<file path="config.mk">
export PLATFORM = sky130hd
export DESIGN_NAME = dsmc_top
export DESIGN_NICKNAME = d
export VERILOG_FILES = /design/src/dsmc_pkg.sv /design/src/dsmc_frac_div.sv /design/src/dsmc_rate_gen.sv /design/src/dsmc_top.sv
export SDC_FILE = /design/constraint.sdc
export NUM_CORES = 1
export LEC_CHECK = 0
export ABC_AREA = 0
export BUFFER_PORTS_ARGS = -buffer_cell sky130_fd_sc_hd__buf_2
export CORE_MARGIN = 3
export CORE_UTILIZATION = 46
export CTS_CLUSTER_SIZE = 20
export DETAILED_ROUTE_END_ITERATION = 10
export MAX_ROUTING_LAYER = met4
export PLACE_DENSITY = 0.71
export SLEW_MARGIN = 20
export SYNTH_ARGS = -nofsm -noshare
export SYNTH_HDL_FRONTEND = slang
export SYNTH_SLANG_ARGS = --single-unit
</file>
<file path="constraint.sdc">
create_clock -name i_clk -period 7.1 [get_ports i_clk]
set_input_delay 0.71 -clock i_clk [delete_from_list [all_inputs] [get_ports i_clk]]
set_output_delay 0.71 -clock i_clk [all_outputs]
set_load 0.02 [all_outputs]
</file>
<file path="src/dsmc_pkg.sv">
// Package: register map, field layout, reset values and baud divisor
`default_nettype none
package dsmc_pkg;
  // Register indices; byte address is four times the index
  localparam logic [3:0] IDX_CLK_A = 4'h7;
  localparam logic [3:0] IDX_FRQ_HI = 4'h8;
  localparam logic [3:0] IDX_FRQ_MID = 4'h9;
  localparam logic [3:0] IDX_FRQ_LO = 4'hA;
  localparam logic [3:0] IDX_CLK_B = 4'hB;
  localparam logic [3:0] IDX_OSC = 4'hC;
  // Clock divider register fields
  localparam int REF_DIV_MSB = 7;
  localparam int REF_DIV_LSB = 5;
  localparam int MDIV1_MSB = 4;
  localparam int MDIV1_LSB = 2;
  localparam int MDIV2_MSB = 1;
  localparam int MDIV2_LSB = 0;
  // Oscillator current fields, then the dither bit of the low word B register
  localparam int OSC_A_MSB = 7;
  localparam int OSC_A_LSB = 4;
  localparam int OSC_B_MSB = 3;
  localparam int OSC_B_LSB = 0;
  localparam int DITHER_BIT = 0;
  // Reset values: ref code 2, first divider code 4, second divider code 0
  localparam logic [7:0] RST_CLK = 8'h50;
  localparam logic [7:0] RST_FRQ_HI = 8'h83;
  localparam logic [7:0] RST_FRQ_MID = 8'hBD;
  localparam logic [7:0] RST_FRQ_LO = 8'hF9;
  localparam logic [7:0] RST_OSC = 8'h88;
  // Baud enable fires when the modem pulse count equals this, so it is the modem clock divided by eight
  localparam logic [2:0] BAUD_DIV = 3'h7;
  // AXI responses
  localparam logic [1:0] RESP_OKAY = 2'h0;
  localparam logic [1:0] RESP_SLVERR = 2'h2;
endpackage
`default_nettype wire

</file>
<file path="src/dsmc_frac_div.sv">
// Half-cycle-accurate divider: pulses at ratio (num/2) of input enables
`default_nettype none
module dsmc_frac_div #(
  parameter int W = 8
) (
  // Clock and reset
  input wire logic i_clk,
  input wire logic i_rst,
  // Rate control: ratio is i_half/2 input pulses, i_half at least 4
  input wire logic i_en,
  input wire logic [W-1:0] i_half,
  // Output enable pulse
  output logic o_pulse
);
  typedef struct packed {
    logic [W-1:0] acc;
    logic pulse;
  } dsmc_fd_s;
  dsmc_fd_s q, d;

  // Accumulate 2 per input, emit when reaching the half count; keeps fractional ratios exact
  always_comb begin
    logic [W-1:0] rem;
    rem = q.acc + W'(2) - i_half;
    d = q;
    d.pulse = 1'b0;
    if (i_en) begin
      if (q.acc + W'(2) >= i_half) begin
        // After a ratio drop, restart instead of bursting back-to-back pulses
        d.acc = (rem + W'(2) >= i_half) ? '0 : rem;
        d.pulse = 1'b1;
      end else begin
        d.acc = q.acc + W'(2);
      end
    end
  end

  always_ff @(posedge i_clk or posedge i_rst) begin
    if (i_rst) begin
      q <= '0;
    end else begin
      q <= d;
    end
  end

  assign o_pulse = q.pulse;
endmodule
`default_nettype wire

</file>
<file path="src/dsmc_rate_gen.sv">
// Reference, modem and baud enable chain for one divider setting
`default_nettype none
module dsmc_rate_gen (
  // Clock and reset
  input wire logic i_clk,
  input wire logic i_rst,
  // Divider setting
  input wire logic [2:0] i_ref_div,
  input wire logic [2:0] i_mdiv1,
  input wire logic [1:0] i_mdiv2,
  // Enable pulses
  output logic o_ref_en,
  output logic o_modem_en,
  output logic o_baud_en
);
  logic [7:0] ref_half;
  logic [7:0] m1_half;
  logic m1_en;
  typedef struct packed {
    logic [6:0] m2_cnt;
    logic [2:0] baud_cnt;
    logic modem;
    logic baud;
  } dsmc_rg_s;
  dsmc_rg_s q, d;

  // Code n divides by n+1; code 0 is unsupported and treated as code 1
  assign ref_half = (i_ref_div == 3'h0) ? 8'h04 : {4'h0, i_ref_div, 1'b0} + 8'h02;

  // First divider ratios in half steps
  always_comb begin
    unique case (i_mdiv1)
      3'h0: m1_half = 8'h05;
      3'h1: m1_half = 8'h06;
      3'h2: m1_half = 8'h08;
      3'h3: m1_half = 8'h0F;
      3'h4: m1_half = 8'h19;
      3'h5: m1_half = 8'h50;
      3'h6: m1_half = 8'h60;
      3'h7: m1_half = 8'h80;
    endcase
  end

  dsmc_frac_div #(.W(8)) u_ref (
    .i_clk(i_clk),
    .i_rst(i_rst),
    .i_en(1'b1),
    .i_half(ref_half),
    .o_pulse(o_ref_en)
  );

  // Modem clock is reference over the product of both ratios
  dsmc_frac_div #(.W(8)) u_m1 (
    .i_clk(i_clk),
    .i_rst(i_rst),
    .i_en(o_ref_en),
    .i_half(m1_half),
    .o_pulse(m1_en)
  );

  always_comb begin
    d = q;
    d.modem = 1'b0;
    d.baud = 1'b0;
    if (m1_en) begin
      if (q.m2_cnt >= (7'h01 << i_mdiv2) - 7'h01) begin
        d.m2_cnt = '0;
        d.modem = 1'b1;
      end else begin
        d.m2_cnt = q.m2_cnt + 7'h01;
      end
    end
    if (q.modem) begin
      d.baud_cnt = q.baud_cnt + 3'h1;
      d.baud = (q.baud_cnt == dsmc_pkg::BAUD_DIV);
    end
  end

  always_ff @(posedge i_clk or posedge i_rst) begin
    if (i_rst) begin
      q <= '0;
    end else begin
      q <= d;
    end
  end

  assign o_modem_en = q.modem;
  assign o_baud_en = q.baud;
endmodule
`default_nettype wire

</file>
<file path="src/dsmc_top.sv">
// Dual-set modem clock configuration with AXI4-Lite register access
//
// Contract
// Reference divisor code 1 divides crystal by 2, code 7 by 8; 0 unsupported.
// Reference codes 2 to 6 divide the crystal by code plus one.
// First modem divider codes 0..7 give 2.5,3,4,7.5,12.5,40,48,64.
// Second modem divider codes 0..3 give 1,2,4,8.
// Modem clock is reference over product of both modem divider ratios.
// Baud rate is one eighth of the modem clock.
// Set B keeps its own independent dividers with set A encodings.
// Word B: bits 22:15, 14:7, and 6:0 in upper bits of third register.
// Low word B register bit 0 enables dithering for set B, default one.
// Oscillator register upper nibble is set A core current, default 8.
// Oscillator register lower nibble is set B core current, same steps.
// Software prefers the smallest reference divisor reaching the desired baud.
`default_nettype none
module dsmc_top (
  // Clock and reset
  input wire logic i_clk,
  input wire logic i_rst,
  // AXI4-Lite write address
  input wire logic i_awvalid,
  input wire logic [31:0] i_awaddr,
  output logic o_awready,
  // AXI4-Lite write data
  input wire logic i_wvalid,
  input wire logic [31:0] i_wdata,
  input wire logic [3:0] i_wstrb,
  output logic o_wready,
  // AXI4-Lite write response
  output logic o_bvalid,
  output logic [1:0] o_bresp,
  input wire logic i_bready,
  // AXI4-Lite read address
  input wire logic i_arvalid,
  input wire logic [31:0] i_araddr,
  output logic o_arready,
  // AXI4-Lite read data
  output logic o_rvalid,
  output logic [31:0] o_rdata,
  output logic [1:0] o_rresp,
  input wire logic i_rready,
  // Configuration outputs
  output logic [22:0] o_synth_word_b,
  output logic o_synth_dither_enable_b,
  output logic [3:0] o_osc_core_current_a,
  output logic [3:0] o_osc_core_current_b,
  // Rate enables, set A then set B
  output logic o_ref_en_a,
  output logic o_modem_en_a,
  output logic o_baud_en_a,
  output logic o_ref_en_b,
  output logic o_modem_en_b,
  output logic o_baud_en_b
);
  typedef struct packed {
    logic [7:0] clk_a;
    logic [7:0] frq_hi;
    logic [7:0] frq_mid;
    logic [7:0] frq_lo;
    logic [7:0] clk_b;
    logic [7:0] osc;
    logic aw_got;
    logic [31:0] awaddr;
    logic w_got;
    logic [7:0] wdata;
    logic wstrb0;
    logic bvalid;
    logic [1:0] bresp;
    logic rvalid;
    logic [31:0] rdata;
    logic [1:0] rresp;
    logic [5:0] ens;
  } dsmc_regs_s;
  dsmc_regs_s q, d;

  logic ref_a, modem_a, baud_a, ref_b, modem_b, baud_b;

  // Decode a word address to a register index; unmapped gives a miss
  function automatic logic [4:0] dsmc_idx(input logic [31:0] a);
    logic [4:0] r;
    r = 5'h10;
    if (a[31:6] == '0 && a[1:0] == 2'h0) begin
      unique case (a[5:2])
        dsmc_pkg::IDX_CLK_A, dsmc_pkg::IDX_FRQ_HI, dsmc_pkg::IDX_FRQ_MID,
        dsmc_pkg::IDX_FRQ_LO, dsmc_pkg::IDX_CLK_B, dsmc_pkg::IDX_OSC: r = {1'b0, a[5:2]};
        default: r = 5'h10;
      endcase
    end
    return r;
  endfunction

  always_comb begin
    logic [4:0] widx;
    logic [4:0] ridx;
    logic [7:0] rv;
    d = q;
    widx = dsmc_idx(q.awaddr);
    ridx = dsmc_idx(i_araddr);
    rv = 8'h00;
    // Enables re-registered so every rate enable output is a flop
    d.ens = {ref_a, modem_a, baud_a, ref_b, modem_b, baud_b};
    // Write channels accepted independently, in either order
    if (i_awvalid && !q.aw_got) begin
      d.aw_got = 1'b1;
      d.awaddr = i_awaddr;
    end
    if (i_wvalid && !q.w_got) begin
      d.w_got = 1'b1;
      d.wdata = i_wdata[7:0];
      d.wstrb0 = i_wstrb[0];
    end
    if (q.bvalid && i_bready) begin
      d.bvalid = 1'b0;
    end
    // Commit once both halves held and no response pending
    if (q.aw_got && q.w_got && !q.bvalid) begin
      d.aw_got = 1'b0;
      d.w_got = 1'b0;
      d.bvalid = 1'b1;
      d.bresp = widx[4] ? dsmc_pkg::RESP_SLVERR : dsmc_pkg::RESP_OKAY;
      if (q.wstrb0 && !widx[4]) begin
        unique case (widx[3:0])
          dsmc_pkg::IDX_CLK_A: d.clk_a = q.wdata;
          dsmc_pkg::IDX_FRQ_HI: d.frq_hi = q.wdata;
          dsmc_pkg::IDX_FRQ_MID: d.frq_mid = q.wdata;
          dsmc_pkg::IDX_FRQ_LO: d.frq_lo = q.wdata;
          dsmc_pkg::IDX_CLK_B: d.clk_b = q.wdata;
          dsmc_pkg::IDX_OSC: d.osc = q.wdata;
          default: d.osc = q.osc;
        endcase
      end
    end
    // Read: one outstanding, answered the cycle after address acceptance
    if (q.rvalid && i_rready) begin
      d.rvalid = 1'b0;
    end
    if (i_arvalid && !q.rvalid) begin
      unique case (ridx[3:0])
        dsmc_pkg::IDX_CLK_A: rv = q.clk_a;
        dsmc_pkg::IDX_FRQ_HI: rv = q.frq_hi;
        dsmc_pkg::IDX_FRQ_MID: rv = q.frq_mid;
        dsmc_pkg::IDX_FRQ_LO: rv = q.frq_lo;
        dsmc_pkg::IDX_CLK_B: rv = q.clk_b;
        dsmc_pkg::IDX_OSC: rv = q.osc;
        default: rv = 8'h00;
      endcase
      if (ridx[4]) begin
        rv = 8'h00;
      end
      d.rvalid = 1'b1;
      d.rdata = {24'h000000, rv};
      d.rresp = ridx[4] ? dsmc_pkg::RESP_SLVERR : dsmc_pkg::RESP_OKAY;
    end
  end

  always_ff @(posedge i_clk or posedge i_rst) begin
    if (i_rst) begin
      q <= '0;
      q.clk_a <= dsmc_pkg::RST_CLK;
      q.frq_hi <= dsmc_pkg::RST_FRQ_HI;
      q.frq_mid <= dsmc_pkg::RST_FRQ_MID;
      q.frq_lo <= dsmc_pkg::RST_FRQ_LO;
      q.clk_b <= dsmc_pkg::RST_CLK;
      q.osc <= dsmc_pkg::RST_OSC;
    end else begin
      q <= d;
    end
  end

  // Two independent chains, one per setting
  dsmc_rate_gen u_set_a (
    .i_clk(i_clk),
    .i_rst(i_rst),
    .i_ref_div(q.clk_a[dsmc_pkg::REF_DIV_MSB:dsmc_pkg::REF_DIV_LSB]),
    .i_mdiv1(q.clk_a[dsmc_pkg::MDIV1_MSB:dsmc_pkg::MDIV1_LSB]),
    .i_mdiv2(q.clk_a[dsmc_pkg::MDIV2_MSB:dsmc_pkg::MDIV2_LSB]),
    .o_ref_en(ref_a),
    .o_modem_en(modem_a),
    .o_baud_en(baud_a)
  );

  dsmc_rate_gen u_set_b (
    .i_clk(i_clk),
    .i_rst(i_rst),
    .i_ref_div(q.clk_b[dsmc_pkg::REF_DIV_MSB:dsmc_pkg::REF_DIV_LSB]),
    .i_mdiv1(q.clk_b[dsmc_pkg::MDIV1_MSB:dsmc_pkg::MDIV1_LSB]),
    .i_mdiv2(q.clk_b[dsmc_pkg::MDIV2_MSB:dsmc_pkg::MDIV2_LSB]),
    .o_ref_en(ref_b),
    .o_modem_en(modem_b),
    .o_baud_en(baud_b)
  );

  assign o_awready = !q.aw_got;
  assign o_wready = !q.w_got;
  assign o_bvalid = q.bvalid;
  assign o_bresp = q.bresp;
  assign o_arready = !q.rvalid;
  assign o_rvalid = q.rvalid;
  assign o_rdata = q.rdata;
  assign o_rresp = q.rresp;
  assign o_synth_word_b = {q.frq_hi, q.frq_mid, q.frq_lo[7:1]};
  assign o_synth_dither_enable_b = q.frq_lo[dsmc_pkg::DITHER_BIT];
  assign o_osc_core_current_a = q.osc[dsmc_pkg::OSC_A_MSB:dsmc_pkg::OSC_A_LSB];
  assign o_osc_core_current_b = q.osc[dsmc_pkg::OSC_B_MSB:dsmc_pkg::OSC_B_LSB];
  assign o_ref_en_a = q.ens[5];
  assign o_modem_en_a = q.ens[4];
  assign o_baud_en_a = q.ens[3];
  assign o_ref_en_b = q.ens[2];
  assign o_modem_en_b = q.ens[1];
  assign o_baud_en_b = q.ens[0];
endmodule
`default_nettype wire

</file>
## Yosys cells after proc, flatten, opt, wreduce, memory -nomap -nowiden

Memory sizes are Yosys's and may differ from the RTL's.
Index checks and enable logic that the tools add are counted.

| word-level totals | value |
|---|---|
| register bits after elaboration | 171 |
| bits in latches | 0 |
| bits in writable memories | 0 |
| ROM bits | 128 |
| output and inout port bits | 79 |
| word-level logic and storage cells | 166 |
| memories kept | 2 |

| operators by class | value |
|---|---|
| add/subtract/negate cells | 20 |
| multiply operators | 0 |
| divide/modulo/power cells | 0 |
| order comparisons | 10 |
| equality and inequality tests | 26 |
| shifts and indexed selects | 2 |
| muxes and demuxes | 40 |
| bitwise gates (word level) | 0 |
| reductions and logical operators | 33 |

Memories:

| name | words | width | read ports | clocked after Yosys merged registers in | write ports | line | RTL |
|---|---|---|---|---|---|---|---|
| (name not given) | 8 | 8 | 1 | 0 | 0 | dsmc_rate_gen.sv:32 | `unique case (i_mdiv1)` |
| (name not given) | 8 | 8 | 1 | 0 | 0 | dsmc_rate_gen.sv:32 |  |

Operator list:

| kind | count |
|---|---|
| two-way mux 8 bit | 11 |
| == test 4 bit, second input constant | 20 |
| adder 8 x 2 -> 8 bit, second input constant | 8 |
| >= comparator 8 bit | 8 |
| logical NOT 26 bit | 2 |
| case mux 8 bit (6 select lines) | 1 |
| two-way mux 35 bit | 1 |
| two-way mux 33 bit | 1 |
| subtractor 8 bit | 4 |
| two-way mux 5 bit | 4 |
| AND reduction 3 bit | 6 |
| == test 4 x 3 -> 1 bit, second input constant | 4 |
| two-way mux 1 bit | 16 |
| adder 7 x 1 -> 7 bit, second input constant | 2 |
| >= comparator 7 bit | 2 |
| two-way mux 7 bit | 2 |
| left shift 1 x 2 -> 7 bit, first input constant | 2 |
| subtractor 7 x 1 -> 7 bit, second input constant | 2 |
| OR reduction 6 bit | 2 |
| adder 4 x 2 -> 5 bit, second input constant | 2 |
| logical AND 1 bit | 10 |
| two-way mux 10 bit | 1 |
| nonzero test 2 bit | 4 |
| adder 3 x 1 -> 3 bit, second input constant | 2 |
| other kinds (6) | 14 |

## Longest topological paths before layout

| depth | value |
|---|---|
| depth after elaboration | 8 |
| depth in mapped cells | 21 |

## Modules after synthesis

A second synthesis with hierarchy kept.

| unflattened totals | value |
|---|---|
| cells, all modules | 1,204 |
| area total of the unflattened synthesis | 11,944.0 µm² |

By module, submodules not included:

| module | instances | cells each | area an instance (µm²) | sequential area each (µm²) |
|---|---|---|---|---|
| dsmc_top | 1 | 389 | 5,195.0 | 2,753.9 |
| dsmc_frac_div (u_set_a.u_m1 ...) | 2 | 162 | 1,283.7 | 225.2 |
| dsmc_frac_div (u_set_a.u_ref ...) | 2 | 160 | 1,271.2 | 225.2 |
| dsmc_rate_gen (u_set_a) | 1 | 88 | 834.6 | 300.3 |
| dsmc_rate_gen (u_set_b) | 1 | 83 | 804.5 | 300.3 |

## Least setup slack after synthesis

OpenSTA, ideal clock, no wires.

| path | value |
|---|---|
| path type | register -> register |
| from | reg q[99] in the netlist's numbering |
| to | reg u_set_b.u_m1.q[4] in the netlist's numbering |
| setup time | 0.077 ns |
| data arrival time | 3.833 ns |
| data required time | 7.023 ns |
| slack | 3.190 ns |
| cell stages (with the launch flop) | 19 |
| period minus slack after synthesis | 3.910 ns |
| path through | dfstp_2 clkbuf_1 nor2_1 or2_2 ha_1 fa_1 nor2b_1 o21ai_1 a31o_1 xnor2_1 xnor2_1 ha_1 a21o_1 a21oi_1 nor3b_1 a21oi_1 nor2_2 a22oi_1 a21oi_1 |

| between the ends | value |
|---|---|
| longest elaborated chain between the ends | 6 |

RTL lines:

| what | line | RTL |
|---|---|---|
| from (decl) | dsmc_top.sv:75 | `dsmc_regs_s q, d;` |
| memory read (8 x 8 bit) (*) | -- |  |
| subtractor 8 bit | dsmc_frac_div.sv:24 | `rem = q.acc + W'(2) - i_half;` |
| adder 8 x 2 -> 8 bit | dsmc_frac_div.sv:30 | `d.acc = (rem + W'(2) >= i_half) ? '0 : rem;` |
| >= comparator 8 bit | dsmc_frac_div.sv:30 |  |
| two-way mux 8 bit | dsmc_frac_div.sv:30 |  |
| two-way mux 8 bit (*) | dsmc_frac_div.sv:28 | `if (q.acc + W'(2) >= i_half) begin` |
| to (signal assigned) | dsmc_frac_div.sv:40 | `q <= '0;` |
| to (signal assigned) | dsmc_frac_div.sv:42 | `q <= d;` |
| to (decl) | dsmc_frac_div.sv:19 | `dsmc_fd_s q, d;` |

Mark *: on every way between the ends. The rest lies on a longest branch, timed or not.
A chain may end at the register's enable or synchronous reset.

## Final worst setup path

| path | value |
|---|---|
| from | reg q[130] in the netlist's numbering |
| to | reg u_set_a.u_m1.q[6] in the netlist's numbering |

| between the ends | value |
|---|---|
| longest elaborated chain between the ends | 6 |

RTL lines:

| what | line |
|---|---|
| memory read (8 x 8 bit) (*) | -- |
| subtractor 8 bit | dsmc_frac_div.sv:24 |
| adder 8 x 2 -> 8 bit | dsmc_frac_div.sv:30 |
| >= comparator 8 bit | dsmc_frac_div.sv:30 |
| two-way mux 8 bit | dsmc_frac_div.sv:30 |
| two-way mux 8 bit (*) | dsmc_frac_div.sv:28 |
| to (signal assigned) | dsmc_frac_div.sv:40 |
| to (signal assigned) | dsmc_frac_div.sv:42 |
| to (decl) | dsmc_frac_div.sv:19 |

Marks and branches as above.

==> flow_summary.ini <==
[placed_design]
port_buffers = 132
pre_cts_slack_ns = 2.577
dp_hpwl_um = 17890
dpl.cell_count = 1380
gp_congestion = 0.9285

[yosys]
synthTopCellsByCount = dfrtp_1, mux2_2, ha_1
synth.distinct_cells = 72
synth.avg_cell_area_um2 = 10.36
yosys-top-cells-area = dfrtp_1, mux2_2, ha_1, dfstp_2, buf_4
synth.top_cell.area_share_pct = 34.45
yosysTopAreaCell = dfrtp_1
yosysMostFrequentCell = dfrtp_1
async_flop_share_pct = 100.0
synth_edf_count = 0
yosysSeqAreaShare_pct = 39.65
ys_ff_latch = 167
synth_cells = 1024
yosys_warnings = 0
synth_ff_type = dfrtp_1
syn_area_um2 = 10610

[cells_and_area]
drive_above_1_share_pct = 27.56
nNetsFinal = 1310
multiInputGateArea_um2 = 5746
seqCellArea_um2 = 4205
fill_cells = 1941
syn2layout_area_growth_pct = 11.07
stdcell_count = 1415

[cts]
hold_buffers = 0
cts_setup_buffers = 0
postCtsResizedCells = 0
cts_tree = built
cts.sinks = 167
numCtsBuffers = 17
ctsHtreeMaxLevel = 4
cts-root-buf = clkbuf_16
insertion_delay_ns = 0.43
clk_pin_slew_ns = 0.07
clock_path_buffers = 2

[floorplanning]
die-width_um = 157.8
rows = 54
start_util_pct = 47.71
core_um2 = 22230
ios = 186
die_y_um = 157.8
die_area_um2 = 24910

[status]
status = completed

[pwr]
fin_total_pwr_uw = 4485
p_leak_uw = 0.005617
vdd_drop_max_mv = 0.2451
p_per_area_nw_per_um2 = 380.7

[global_routing]
track_usage_pct = 19.94
antenna_found_initial = 3
grt.overflow.total = 0
grt_pass1_vias = 7747
grt_pass1_wl_um = 38680
grt_max_degree = 72

[route]
drt_iter0_drc = 422
first_pass_iters = 5
detail-route-antenna-nets = 0
routed_wl_um = 23560
vias = 7771
via_per_inst = 5.492
wl_per_cell_um = 16.65
drc = 0

[timing]
rsz0062_at_grt = false
clock.fmax_mhz = 216.3
worst_pin_slew_ns = 1.132
period_share_pct = 65.12
slew_violations = 0
fin_skew_ns = 0.009353
finalCriticalPeriod_ns = 4.623
final-setup-viol-count = 0
relSlewSlack_pct = 24.39
hold_violations = 0
fin_ws_ns = 2.477
tns_ns = 0

[run]
maxCapViolations = 0

[setup_path]
critPathSlowestCell = dfrtp_1
worstSetupEndpointType = flip-flop
crit_arrival_ns = 4.98
crit_required_ns = 7.45
crit_type = flip-flop to flip-flop
start_kind = flip-flop
rr_endpoint = u_set_a.u_m1.q[6]
regToRegSetupSlack_ns = 2.48
critPathMaxStageDelay_ns = 0.49
cp_max_fo = 8
rr_worst_depth = 21
timing.rr.start = q[130]
crit_path_cell_trace = inv_1, ha_1, nor2b_1, nor2_1, ha_1, nor2b_1, o21ai_0, nand2b_1, a311oi_1, xnor2_1, nand3_1, xnor2_1, ha_1, a21o_1, a21oi_1, nand2_1, a211oi_1, nor2_1, nor2_1, a22oi_1, a21oi_1

[worst_hold_path]
hold_depth = 0
hold_path_class = flip-flop to flip-flop
whs_endpoint = o_baud_en_b
hp-start = u_set_b.o_baud_en
## power breakdown
group / total [µW] / internal [µW] / switching, µW
registers: 1310 / 1140 / 170
clock network: 927 / 538 / 389
logic: 2250 / 943 / 1310
## sequential cells by signal (all words and copies together) (netlist names), 8 cells and up
signal / cells
u_set_a.u_m1.q: 8
q: 59
u_set_a.q: 10
u_set_b.q: 10
u_set_b.u_m1.q: 8
o_synth_word_b: 23
o_rdata: 8
## worst max path at each step
stage / from / endpoint / slack [ns] / depth (start not counted)
final: q[130] / u_set_a.u_m1.q[6] / 2.48 / 21
after global routing: q[130] / u_set_a.u_m1.q[3] / 2.13 / 21
after CTS: q[130] / u_set_a.u_m1.q[5] / 2.52 / 21
after detailed placement: q[130] / u_set_a.u_m1.q[6] / 2.58 / 21
after global placement: q[98] / u_set_b.u_m1.q[4] / 2.67 / 19
after floorplan: i_rst / o_baud_en_a / 1.91 / 1
## cell usage in the layout, fill, tap and decap left out, drive strengths merged, types with 21 or more instances in the layout
cell	n
xor2	37
a21oi	36
dfstp	21
inv	46
mux2	102
xnor2	40
o21ai	39
nand3	40
clkbuf	22
buf	138
nand2	60
nor2	59
dfrtp	146
conb	28
ha	82
## kinds of logic (layout without fill, tap and decap cells)
kind of cell	after synthesis	after routing	synth area share [%]
adders and majority gates	86	86	10.24
other	2	31	0.07081
AOI/OAI and AO/OA	171	171	11.40
buffers and inverters	134	216	7.114
muxes	111	111	11.68
DFF	167	167	39.65
xor gates and xnor gates	77	77	6.501
and+or+nand+nor	276	276	13.34
## through the flow
| stage | cell area, µm² | utilization, % | hold WS [ns] |
|---|---|---|---|
| 2_1_floorplan | 10700 | - | 0.3312 |
| 3_3_place_gp | 11180 | 50.32 | 0.3360 |
| 3_5_place_dp | 11180 | 50.32 | 0.3381 |
| 4_1_cts | 11770 | 52.96 | 0.3534 |
| 5_1_grt | 11780 | 52.99 | 0.3709 |
| 6_report | 11780 | 52.99 | 0.3498 |
## worst max-delay path, delay by kind of cell, from the launching register on
family | cells | cell delay [ns]
xor+xnor | 2 | 0.44
flops | 1 | 0.49
simple gates | 8 | 1.12
buf+inv | 1 | 0.13
compound gates | 7 | 1.50
fa+ha+maj | 3 | 0.85
## per-layer routing
metal | part of all wire (%) | track usage, % | vias up
met3 | 6.6 | 4.975 | 26
met4 | 2.4 | 6.446 | 0
met2 | 46 | 31.45 | 230
met5 | 0 | - | -
met1 | 45 | 25.30 | 3745
li1 | - | - | 3770
## final cells by class
cell class | instances | share of cell area [%]
diodes | 3 | 0.06373
clock buffers | 22 | 3.941
clock inverters | 10 | 1.041
inverters | 46 | 1.508
multi-input cells | 749 | 48.78
flip-flops and latches | 167 | 35.70
well taps | 280 | 2.974
repair buffers | 138 | 5.991
No activity file was read; power rests on OpenSTA's default activity.
